--- config.mk ---
export PLATFORM = sky130hd
export DESIGN_NAME = umc_top
export DESIGN_NICKNAME = d
export VERILOG_FILES = /design/src/common/umc_pkg.sv /design/src/hw/umc_edge_det.sv /design/src/hw/umc_irq.sv /design/src/hw/umc_top.sv
export VERILOG_INCLUDE_DIRS = /design/src /design/src/common
export SDC_FILE = /design/constraint.sdc
export NUM_CORES = 1
export LEC_CHECK = 0
export BUFFER_PORTS_ARGS = -buffer_cell sky130_fd_sc_hd__clkbuf_2
export CORE_ASPECT_RATIO = 1.5
export CORE_MARGIN = 10
export CORE_UTILIZATION = 49
export DETAILED_ROUTE_END_ITERATION = 8
export PLACE_DENSITY = 0.87
export SYNTH_ARGS = -nofsm -noshare
export SYNTH_HDL_FRONTEND = slang
export SYNTH_SLANG_ARGS = --single-unit
--- constraint.sdc ---
create_clock -name clk -period 3.9 [get_ports clk]
set_clock_uncertainty 0.1 [all_clocks]
set_input_delay 0.39 -clock clk [delete_from_list [all_inputs] [get_ports clk]]
set_output_delay 0.39 -clock clk [all_outputs]
set_load 0.02 [all_outputs]
--- src/common/umc_map.svh ---
// Register offsets, field positions and reset values of the modem control block
`ifndef UMC_MAP_SVH
`define UMC_MAP_SVH

// Register byte offsets
`define UMC_OFS_MCTRL 8'h00
`define UMC_OFS_MSTAT 8'h04
`define UMC_OFS_IMASK 8'h08
`define UMC_OFS_ISTAT 8'h0c

// Modem control register fields
`define UMC_MC_DTR 0
`define UMC_MC_RTS 1
`define UMC_MC_OUTA 2
`define UMC_MC_OUTB 3
`define UMC_MC_LOOP 4
`define UMC_MC_ACTS 5
`define UMC_MC_WIDTH 6

// Modem status register fields
`define UMC_MS_DCTS 0
`define UMC_MS_DDSR 1
`define UMC_MS_RING_EDGE 2
`define UMC_MS_DDCD 3
`define UMC_MS_CTS 4
`define UMC_MS_DSR 5
`define UMC_MS_RI 6
`define UMC_MS_DCD 7

// Interrupt status and mask fields
`define UMC_IS_RXDATA 0
`define UMC_IS_THRE 1
`define UMC_IS_RXERR 2
`define UMC_IS_MODEM 3
`define UMC_IS_WIDTH 4

// Reset values
`define UMC_RST_MCTRL 6'h00
`define UMC_RST_IMASK 4'h0

`endif

--- src/common/umc_pkg.sv ---
// Types shared by the modem control block
package umc_pkg;

  typedef enum logic {
    umc_ph_idle,
    umc_ph_access
  } umc_phase_type;

  typedef logic [3:0] umc_irq_vec_type;

  typedef logic [3:0] umc_modem_vec_type;

endpackage

--- src/hw/umc_edge_det.sv ---
// Edge detector for a group of synchronous inputs; pulses are combinational against the registered last level
`timescale 1ns/100ps
`default_nettype none

module umc_edge_det #(
  parameter int WIDTH = 4
) (
  // Clock and reset
  input wire logic clk,
  input wire logic rst,
  // Sampled level
  input wire logic [WIDTH-1:0] level_in,
  // Edge pulses, one cycle each
  output logic [WIDTH-1:0] rise,
  output logic [WIDTH-1:0] fall
);

  logic [WIDTH-1:0] prev_ff;
  logic [WIDTH-1:0] nxt_prev;

  always_comb begin
    nxt_prev = level_in;
  end

  always_ff @(posedge clk) begin
    if (rst) begin
      prev_ff <= '0;
    end else begin
      prev_ff <= nxt_prev;
    end
  end

  genvar gi;
  generate
    for (gi = 0; gi < WIDTH; gi++) begin : g_edge
      assign rise[gi] = level_in[gi] & ~prev_ff[gi];
      assign fall[gi] = ~level_in[gi] & prev_ff[gi];
    end
  endgenerate

endmodule

`default_nettype wire

--- src/hw/umc_irq.sv ---
// Sticky interrupt status with mask and a registered request line
`timescale 1ns/100ps
`default_nettype none

module umc_irq #(
  parameter int N = 4
) (
  // Clock and reset
  input wire logic clk,
  input wire logic rst,
  // Event pulses, write-one-to-clear and hardware clear
  input wire logic [N-1:0] set_vec,
  input wire logic [N-1:0] w1c_vec,
  input wire logic [N-1:0] hw_clr_vec,
  input wire logic [N-1:0] mask,
  // State
  output logic [N-1:0] status,
  output logic irq
);

  logic [N-1:0] status_ff;
  logic [N-1:0] nxt_status;
  logic irq_ff;
  logic nxt_irq;

  always_comb begin
    // A set in the clearing cycle wins
    nxt_status = (status_ff & ~(w1c_vec | hw_clr_vec)) | set_vec;
    nxt_irq = |(nxt_status & mask);
  end

  always_ff @(posedge clk) begin
    if (rst) begin
      status_ff <= '0;
      irq_ff <= 1'b0;
    end else begin
      status_ff <= nxt_status;
      irq_ff <= nxt_irq;
    end
  end

  assign status = status_ff;
  assign irq = irq_ff;

endmodule

`default_nettype wire

--- src/hw/umc_top.sv ---
// Modem control, modem status and interrupt pin logic behind an APB slave
//
// Decided for this implementation: the register addresses and the APB interface to the registers.
`timescale 1ns/100ps
`default_nettype none
`include "umc_map.svh"

module umc_top
  import umc_pkg::*;
(
  // Clock and master reset
  input wire logic clk,
  input wire logic rst,
  // APB slave
  input wire logic psel,
  input wire logic penable,
  input wire logic pwrite,
  input wire logic [7:0] paddr,
  input wire logic [31:0] pwdata,
  output logic [31:0] prdata,
  output logic pready,
  output logic pslverr,
  // Modem inputs, active low
  input wire logic cts_n,
  input wire logic dsr_n,
  input wire logic ri_n,
  input wire logic dcd_n,
  // Modem outputs, active low
  output logic dtr_n,
  output logic rts_n,
  output logic user_out_a_n,
  output logic user_out_b_n,
  // Receiver clock and its sample tick
  input wire logic rcv_clk16,
  output logic rcv_tick,
  // Interrupt sources from the serial datapath
  input wire logic fifo_mode,
  input wire logic rx_data_avail,
  input wire logic rx_timeout,
  input wire logic rx_error,
  input wire logic thr_empty,
  // CPU side pins
  output logic irq_out,
  output logic xcvr_drive_off
);

  // APB phase and answer
  umc_phase_type phase_ff;
  umc_phase_type nxt_phase;
  logic pready_ff;
  logic nxt_pready;
  logic pslverr_ff;
  logic nxt_pslverr;
  logic [31:0] prdata_ff;
  logic [31:0] nxt_prdata;
  logic drive_off_ff;
  logic nxt_drive_off;
  // Control registers
  logic [`UMC_MC_WIDTH-1:0] modem_ctrl_reg_ff;
  logic [`UMC_MC_WIDTH-1:0] nxt_modem_ctrl_reg;
  logic [`UMC_IS_WIDTH-1:0] imask_ff;
  logic [`UMC_IS_WIDTH-1:0] nxt_imask;
  // Modem status change flags, order cts, dsr, ri, dcd
  umc_modem_vec_type delta_ff;
  umc_modem_vec_type nxt_delta;
  // Modem outputs and receiver tick
  logic dtr_n_ff;
  logic rts_n_ff;
  logic out_a_n_ff;
  logic out_b_n_ff;
  logic nxt_dtr_n;
  logic nxt_rts_n;
  logic nxt_out_a_n;
  logic nxt_out_b_n;
  logic rcv_tick_ff;
  logic nxt_rcv_tick;
  logic setup;
  logic access_done;
  logic wr_en;
  logic rd_en;
  logic loop_on;
  umc_modem_vec_type modem_lvl;
  umc_modem_vec_type modem_rise;
  umc_modem_vec_type modem_fall;
  umc_modem_vec_type modem_evt;
  logic [0:0] rclk_rise;
  logic msr_read;
  logic modem_irq_evt;
  umc_irq_vec_type irq_set;
  umc_irq_vec_type irq_w1c;
  umc_irq_vec_type irq_hw_clr;
  umc_irq_vec_type irq_status;
  logic irq_line;
  logic [7:0] msr_value;

  // Address decode used by both write enable and error answer
  function automatic logic addr_mapped(input logic [7:0] a);
    addr_mapped = (a == `UMC_OFS_MCTRL) || (a == `UMC_OFS_MSTAT) ||
                  (a == `UMC_OFS_IMASK) || (a == `UMC_OFS_ISTAT);
  endfunction

  assign setup = psel && !penable;
  assign access_done = psel && penable && pready_ff;
  assign wr_en = access_done && pwrite && addr_mapped(paddr);
  assign rd_en = access_done && !pwrite;
  assign loop_on = modem_ctrl_reg_ff[`UMC_MC_LOOP];
  assign msr_read = rd_en && (paddr == `UMC_OFS_MSTAT);

  // Modem levels as true-high conditions; loopback feeds back the controls
  always_comb begin
    if (loop_on) begin
      modem_lvl[0] = modem_ctrl_reg_ff[`UMC_MC_RTS];
      modem_lvl[1] = modem_ctrl_reg_ff[`UMC_MC_DTR];
      modem_lvl[2] = modem_ctrl_reg_ff[`UMC_MC_OUTA];
      modem_lvl[3] = modem_ctrl_reg_ff[`UMC_MC_OUTB];
    end else begin
      modem_lvl[0] = ~cts_n;
      modem_lvl[1] = ~dsr_n;
      modem_lvl[2] = ~ri_n;
      modem_lvl[3] = ~dcd_n;
    end
  end

  umc_edge_det #(
    .WIDTH(4)
  ) u_modem_edges (
    .clk(clk),
    .rst(rst),
    .level_in(modem_lvl),
    .rise(modem_rise),
    .fall(modem_fall)
  );
  umc_edge_det #(
    .WIDTH(1)
  ) u_rclk_edge (
    .clk(clk),
    .rst(rst),
    .level_in(rcv_clk16),
    .rise(rclk_rise),
    .fall()
  );

  // Change events: any level change; ring flags only its pin rising (condition ends)
  always_comb begin
    modem_evt[0] = modem_rise[0] | modem_fall[0];
    modem_evt[1] = modem_rise[1] | modem_fall[1];
    modem_evt[2] = modem_fall[2];
    modem_evt[3] = modem_rise[3] | modem_fall[3];
  end

  // Status byte: levels high, change flags low
  always_comb begin
    msr_value = 8'h00;
    msr_value[`UMC_MS_DCTS] = delta_ff[0];
    msr_value[`UMC_MS_DDSR] = delta_ff[1];
    msr_value[`UMC_MS_RING_EDGE] = delta_ff[2];
    msr_value[`UMC_MS_DDCD] = delta_ff[3];
    msr_value[`UMC_MS_CTS] = modem_lvl[0];
    msr_value[`UMC_MS_DSR] = modem_lvl[1];
    msr_value[`UMC_MS_RI] = modem_lvl[2];
    msr_value[`UMC_MS_DCD] = modem_lvl[3];
    // A read clears only the flags it reported; newer changes survive it
    nxt_delta = (delta_ff & ~({4{msr_read}} & prdata_ff[3:0])) | modem_evt;
  end

  always_ff @(posedge clk) begin
    if (rst) begin
      delta_ff <= '0;
    end else begin
      delta_ff <= nxt_delta;
    end
  end

  // Interrupt sources; cts change is silent under automatic flow control
  always_comb begin
    modem_irq_evt = modem_evt[1] | modem_evt[2] | modem_evt[3] |
                    (modem_evt[0] & ~modem_ctrl_reg_ff[`UMC_MC_ACTS]);
    irq_set = '0;
    irq_set[`UMC_IS_RXDATA] = rx_data_avail | (rx_timeout & fifo_mode);
    irq_set[`UMC_IS_THRE] = thr_empty;
    irq_set[`UMC_IS_RXERR] = rx_error;
    irq_set[`UMC_IS_MODEM] = modem_irq_evt;
    irq_w1c = '0;
    if (wr_en && (paddr == `UMC_OFS_ISTAT)) begin
      irq_w1c = pwdata[`UMC_IS_WIDTH-1:0];
    end
    irq_hw_clr = '0;
    irq_hw_clr[`UMC_IS_MODEM] = msr_read && ((delta_ff & ~prdata_ff[3:0]) == 4'h0);
  end

  umc_irq #(
    .N(`UMC_IS_WIDTH)
  ) u_irq (
    .clk(clk),
    .rst(rst),
    .set_vec(irq_set),
    .w1c_vec(irq_w1c),
    .hw_clr_vec(irq_hw_clr),
    .mask(imask_ff),
    .status(irq_status),
    .irq(irq_line)
  );

  // Control register writes
  always_comb begin
    nxt_modem_ctrl_reg = modem_ctrl_reg_ff;
    nxt_imask = imask_ff;
    if (wr_en && (paddr == `UMC_OFS_MCTRL)) begin
      nxt_modem_ctrl_reg = pwdata[`UMC_MC_WIDTH-1:0];
    end
    if (wr_en && (paddr == `UMC_OFS_IMASK)) begin
      nxt_imask = pwdata[`UMC_IS_WIDTH-1:0];
    end
  end

  always_ff @(posedge clk) begin
    if (rst) begin
      modem_ctrl_reg_ff <= `UMC_RST_MCTRL;
      imask_ff <= `UMC_RST_IMASK;
    end else begin
      modem_ctrl_reg_ff <= nxt_modem_ctrl_reg;
      imask_ff <= nxt_imask;
    end
  end

  // Modem outputs: low when set, high when cleared or in loopback
  always_comb begin
    nxt_dtr_n = ~(modem_ctrl_reg_ff[`UMC_MC_DTR] & ~loop_on);
    nxt_rts_n = ~(modem_ctrl_reg_ff[`UMC_MC_RTS] & ~loop_on);
    nxt_out_a_n = ~(modem_ctrl_reg_ff[`UMC_MC_OUTA] & ~loop_on);
    nxt_out_b_n = ~(modem_ctrl_reg_ff[`UMC_MC_OUTB] & ~loop_on);
    nxt_rcv_tick = rclk_rise[0];
  end

  always_ff @(posedge clk) begin
    if (rst) begin
      dtr_n_ff <= 1'b1;
      rts_n_ff <= 1'b1;
      out_a_n_ff <= 1'b1;
      out_b_n_ff <= 1'b1;
      rcv_tick_ff <= 1'b0;
    end else begin
      dtr_n_ff <= nxt_dtr_n;
      rts_n_ff <= nxt_rts_n;
      out_a_n_ff <= nxt_out_a_n;
      out_b_n_ff <= nxt_out_b_n;
      rcv_tick_ff <= nxt_rcv_tick;
    end
  end

  // APB answer: data and ready load at setup, so each access phase ends at its first edge
  always_comb begin
    nxt_phase = phase_ff;
    nxt_pready = 1'b0;
    nxt_pslverr = 1'b0;
    nxt_prdata = prdata_ff;
    // Driver is enabled from the setup of a read until its completion
    nxt_drive_off = !(psel && !pwrite && !access_done);
    case (phase_ff)
      umc_ph_idle: begin
        if (setup) begin
          nxt_phase = umc_ph_access;
          nxt_pready = 1'b1;
          nxt_pslverr = !addr_mapped(paddr);
          nxt_prdata = 32'h0000_0000;
          if (!pwrite) begin
            case (paddr)
              `UMC_OFS_MCTRL: nxt_prdata[`UMC_MC_WIDTH-1:0] = modem_ctrl_reg_ff;
              `UMC_OFS_MSTAT: nxt_prdata[7:0] = msr_value;
              `UMC_OFS_IMASK: nxt_prdata[`UMC_IS_WIDTH-1:0] = imask_ff;
              `UMC_OFS_ISTAT: nxt_prdata[`UMC_IS_WIDTH-1:0] = irq_status;
              default: nxt_prdata = 32'h0000_0000;
            endcase
          end
        end
      end
      umc_ph_access: begin
        if (access_done || !psel) begin
          nxt_phase = umc_ph_idle;
        end else begin
          nxt_pready = pready_ff;
          nxt_pslverr = pslverr_ff;
        end
      end
      default: begin
        nxt_phase = umc_ph_idle;
      end
    endcase
  end

  always_ff @(posedge clk) begin
    if (rst) begin
      phase_ff <= umc_ph_idle;
      pready_ff <= 1'b0;
      pslverr_ff <= 1'b0;
      prdata_ff <= 32'h0000_0000;
      drive_off_ff <= 1'b1;
    end else begin
      phase_ff <= nxt_phase;
      pready_ff <= nxt_pready;
      pslverr_ff <= nxt_pslverr;
      prdata_ff <= nxt_prdata;
      drive_off_ff <= nxt_drive_off;
    end
  end

  assign prdata = prdata_ff;
  assign pready = pready_ff;
  assign pslverr = pslverr_ff;
  assign dtr_n = dtr_n_ff;
  assign rts_n = rts_n_ff;
  assign user_out_a_n = out_a_n_ff;
  assign user_out_b_n = out_b_n_ff;
  assign rcv_tick = rcv_tick_ff;
  assign irq_out = irq_line;
  assign xcvr_drive_off = drive_off_ff;

endmodule

`default_nettype wire

==> results.md <==
- The main flop type after synthesis is dfxtp_1.
- The family of cells with the greatest summed delay on the critical path is simple AND/OR/NAND/NOR gates.
- In the finished design, the share of the clock period the worst path needs comes to 0.6065.
- The initial standard-cell utilization of the core is 0.5067.
- The kind of launch point of the worst setup path is an input port.
- The met2 layer wire length in the routed design is 2411 um.
- The library cells used most frequently in the layout, excluding fill and tap cells, are 45 x clkbuf_2, 41 x dfxtp_1, 24 x conb_1, 22 x nand2_1, 19 x a21oi_1.
- The first-pass iteration count of the detailed router is 4.
- Measured along the x axis, the die boundary spans 72.01 um.
- The number of fill cells is 373.
- Leaving out fill and tap cells, the most frequent cell in the layout is clkbuf_2.
- By startpoint and endpoint, the worst setup path is classified as input port to register.
- The ratio of cells with drive above 1 in the final layout is 0.2442.
- Routability-driven placement finished with a final weighted congestion of 0.9276.
- The power per cell area is 374.1 nW/um2.
- At the worst endpoint, the required time is 3.95 ns.
- The worst max-slew margin expressed relative to the limit is 0.4550.
- The synthesis warning total is 0.
- The average instance in the mapped netlist occupies 9.204 um2.
- The global route total overflow is 0.
- The critical path data arrival time is 2.42 ns.
- CTS placed an instance of clkbuf_8 at the clock tree root.
- The cell leakage power is 0.0008934 uW.
- For this run, the top clock speed supported by timing is 422.8 MHz.
- The count of buffers added on input and output ports is 45.
- The share of flip-flops with an asynchronous set or reset after synthesis is 0.
- The type of the worst min-delay path is input port to register.
- After the flow finishes, the layout carries non-filler instances totaling 303.
- The synthesized netlist occupies a cell area of 1988 um2.
- The TritonCTS clock tree is built.
- In this run the post-CTS setup repair buffer count came out at 0.
- The run finished with clean final reports.
- IR analysis of the VDD net gives a maximum drop of 0.0002768 V.
- The cell count after synthesis is 216.
- The sequential share of the synthesized area is 0.4128.
- For this block, the initial DRC count from the detailed router was 71.
- In this run, distinct cell masters in the synthesized netlist total 45.
- The count of pins on the block boundary is 96.
- The via density per instance is 5.317.
- Signal routing reaches up to met4.
- The detailed-routing wirelength on met1 is 1702 um.
- The total buffers and inverters traversed by the critical path is 1.
- The register bit count reported by yosys is 41.
- The met3 routed wirelength is 444 um.
- For this block, the via count after detailed routing is 1611.
- In the final timing run, aggregate negative setup slack is 0 ns.
- The smallest setup slack after layout is 1.535 ns.
- The die covers 7058 um2.
- Of all nets on the critical path, the largest fanout is 10.
- The number of hold violations in the final report came to 0.
- The die is 98.02 um tall.
- The worst hold margin is 0.2103 ns.
- The core region is 3924 um2.
- The tool flagged a number of max-cap violations equal to 0.
- The standard-cell row count is 28.
- The number of buffers inserted by hold repair at cts is 0.
- The remaining antenna violation count is 0.
- The maximum single-stage delay on the critical path is 0.66 ns.
- The number of antenna violations at the first check in global routing is 0.
- The critical path's slowest cell is or4_1.
- The H-tree depth is 2.
- The kind of end point of the critical path is a register.
- The setup-violating endpoint count in the final report is 0.
- The wire length of the first global-routing pass is 7693 um.
- The area overhead of the layout relative to synthesis is 9.629%.
- The minimum setup slack after placement is 1.247 ns.
- The minimum period implied by the final worst setup slack is 2.365 ns.
- The number of synthesized flops with an enable pin is 0.
- The CTS clock-pin slew for the worst setup and hold paths is 0.08 ns.
- The number of buffers on the longest clock path is 2.
- The mean routed wirelength per cell is 15.60 um.
- Traced cell by cell, the critical path runs through clkbuf_2 > or4_1 > nor4_4 > a41oi_1 > a32oi_1 > o311ai_0.
- The number of buffers inserted during clock tree synthesis is 5.
- The final net count is 312.
- The number of instances in the placed design is 295.
- The global-route usage over all layers is 0.1345.
- At the pin with the least slew margin, the transition time is 0.8158 ns.
- The number of diodes is 0.
- The final layout contains routed wiring with a total length of 4727 um.
- The clock latency reported for the late side of the worst-skew pair is 0.31 ns.
- The clock net in this run drives a total of 41 sinks.
- The number of design rule violations left after detail routing is 0.
- The max-slew violation total from the final report is 0.
- Once detailed placement completed, the half-perimeter wirelength came to 3712 um.
- The number of global-route vias before repair is 1656.
- The post-CTS resize count is 0.
- Setup repair after global routing left no endpoint under its margin.
- Entering global routing, the biggest net connects 33 pins.
## report_power, final
group	internal (uW)	total, uW	leakage (uW)	switching [uW]
clock	127	285	0.0000445	158
combinational	30.5	93.3	0.000514	62.8
sequential	430	437	0.000335	6.98
## stage by stage
stage / instance area [um2] / total power, uW / utilization
2_1_floorplan: 2074 / 531.0 / -
3_3_place_gp: 2090 / 536.5 / 0.5325
3_5_place_dp: 2090 / 538.2 / 0.5325
4_1_cts: 2180 / 817.8 / 0.5555
5_1_grt: 2180 / 844.6 / 0.5555
6_report: 2180 / 815.4 / 0.5555
## state kept, by name, indices dropped and copies added (netlist names)
register / flops
delta_ff: 4
dtr_n: 1
imask_ff: 4
modem_ctrl_reg_ff: 6
phase_ff: 1
prdata: 8
pready: 1
pslverr: 1
rcv_tick: 1
rts_n: 1
u_irq.irq: 1
u_irq.status: 4
u_modem_edges.prev_ff: 4
u_rclk_edge.prev_ff: 1
user_out_a_n: 1
user_out_b_n: 1
xcvr_drive_off: 1
## worst reg2reg max path: stages (launching register included)
cell,delay [ns]
dfxtp_1,0.34
nand3_1,0.28
nor4_4,0.55
a41oi_1,0.23
a32oi_1,0.30
o311ai_0,0.18
## per-layer routing
layer,up-vias,GRT usage
li1,795,-
met1,733,0.1275
met2,71,0.2316
met3,12,0.05775
met4,0,0.07922
met5,-,0
## cell families after synthesis
family | count (synthesis) | share of synthesized area
flops | 41 | 0.4128
buf+inv | 42 | 0.1491
compound gates | 38 | 0.1278
mux | 10 | 0.07552
xor+xnor | 3 | 0.01322
other cells | 1 | 0.001886
simple gates | 81 | 0.2196
## Yosys cell counts (3+ instances only)
| master | number | area share |
|---|---|---|
| dfxtp_1 | 41 | 0.41 |
| buf_4 | 24 | 0.091 |
| nand2_1 | 22 | 0.042 |
| a21oi_1 | 19 | 0.048 |
| nor2_1 | 15 | 0.028 |
| nand3_1 | 12 | 0.030 |
| inv_1 | 8 | 0.015 |
| nor2b_1 | 8 | 0.025 |
| mux2i_1 | 6 | 0.030 |
| mux4_2 | 4 | 0.045 |
| nand4_1 | 4 | 0.013 |
| a211oi_1 | 3 | 0.011 |
| clkbuf_1 | 3 | 0.0057 |
| clkbuf_8 | 3 | 0.021 |
| nor3_1 | 3 | 0.0075 |
## final timing paths
check                                               startpoint  slack [ns]  cells past startpoint                        end
worst max-delay path                                  paddr[5]        1.53                      6       u_irq.irq$_SDFF_PP0_
worst min-delay path                                      psel        0.21                      2  xcvr_drive_off$_SDFF_PP1_
worst max register to register             pready$_SDFFE_PP0P_        1.77                      5       u_irq.irq$_SDFF_PP0_
worst min register to register  u_rclk_edge.prev_ff$_SDFF_PP0_        0.29                      1        rcv_tick$_SDFF_PP0_
## final cells by class
type,count,area (um2),area share
Multi-Input combinational cell,156,957.2,0.4392
Sequential cell,41,820.8,0.3766
Timing Repair Buffer,45,225.2,0.1033
Clock buffer,5,68.82,0.03157
Tap cell,45,56.30,0.02583
Inverter,8,30.03,0.01378
Clock inverter,3,21.27,0.009759
No activity file was read; power rests on OpenSTA's default activity.
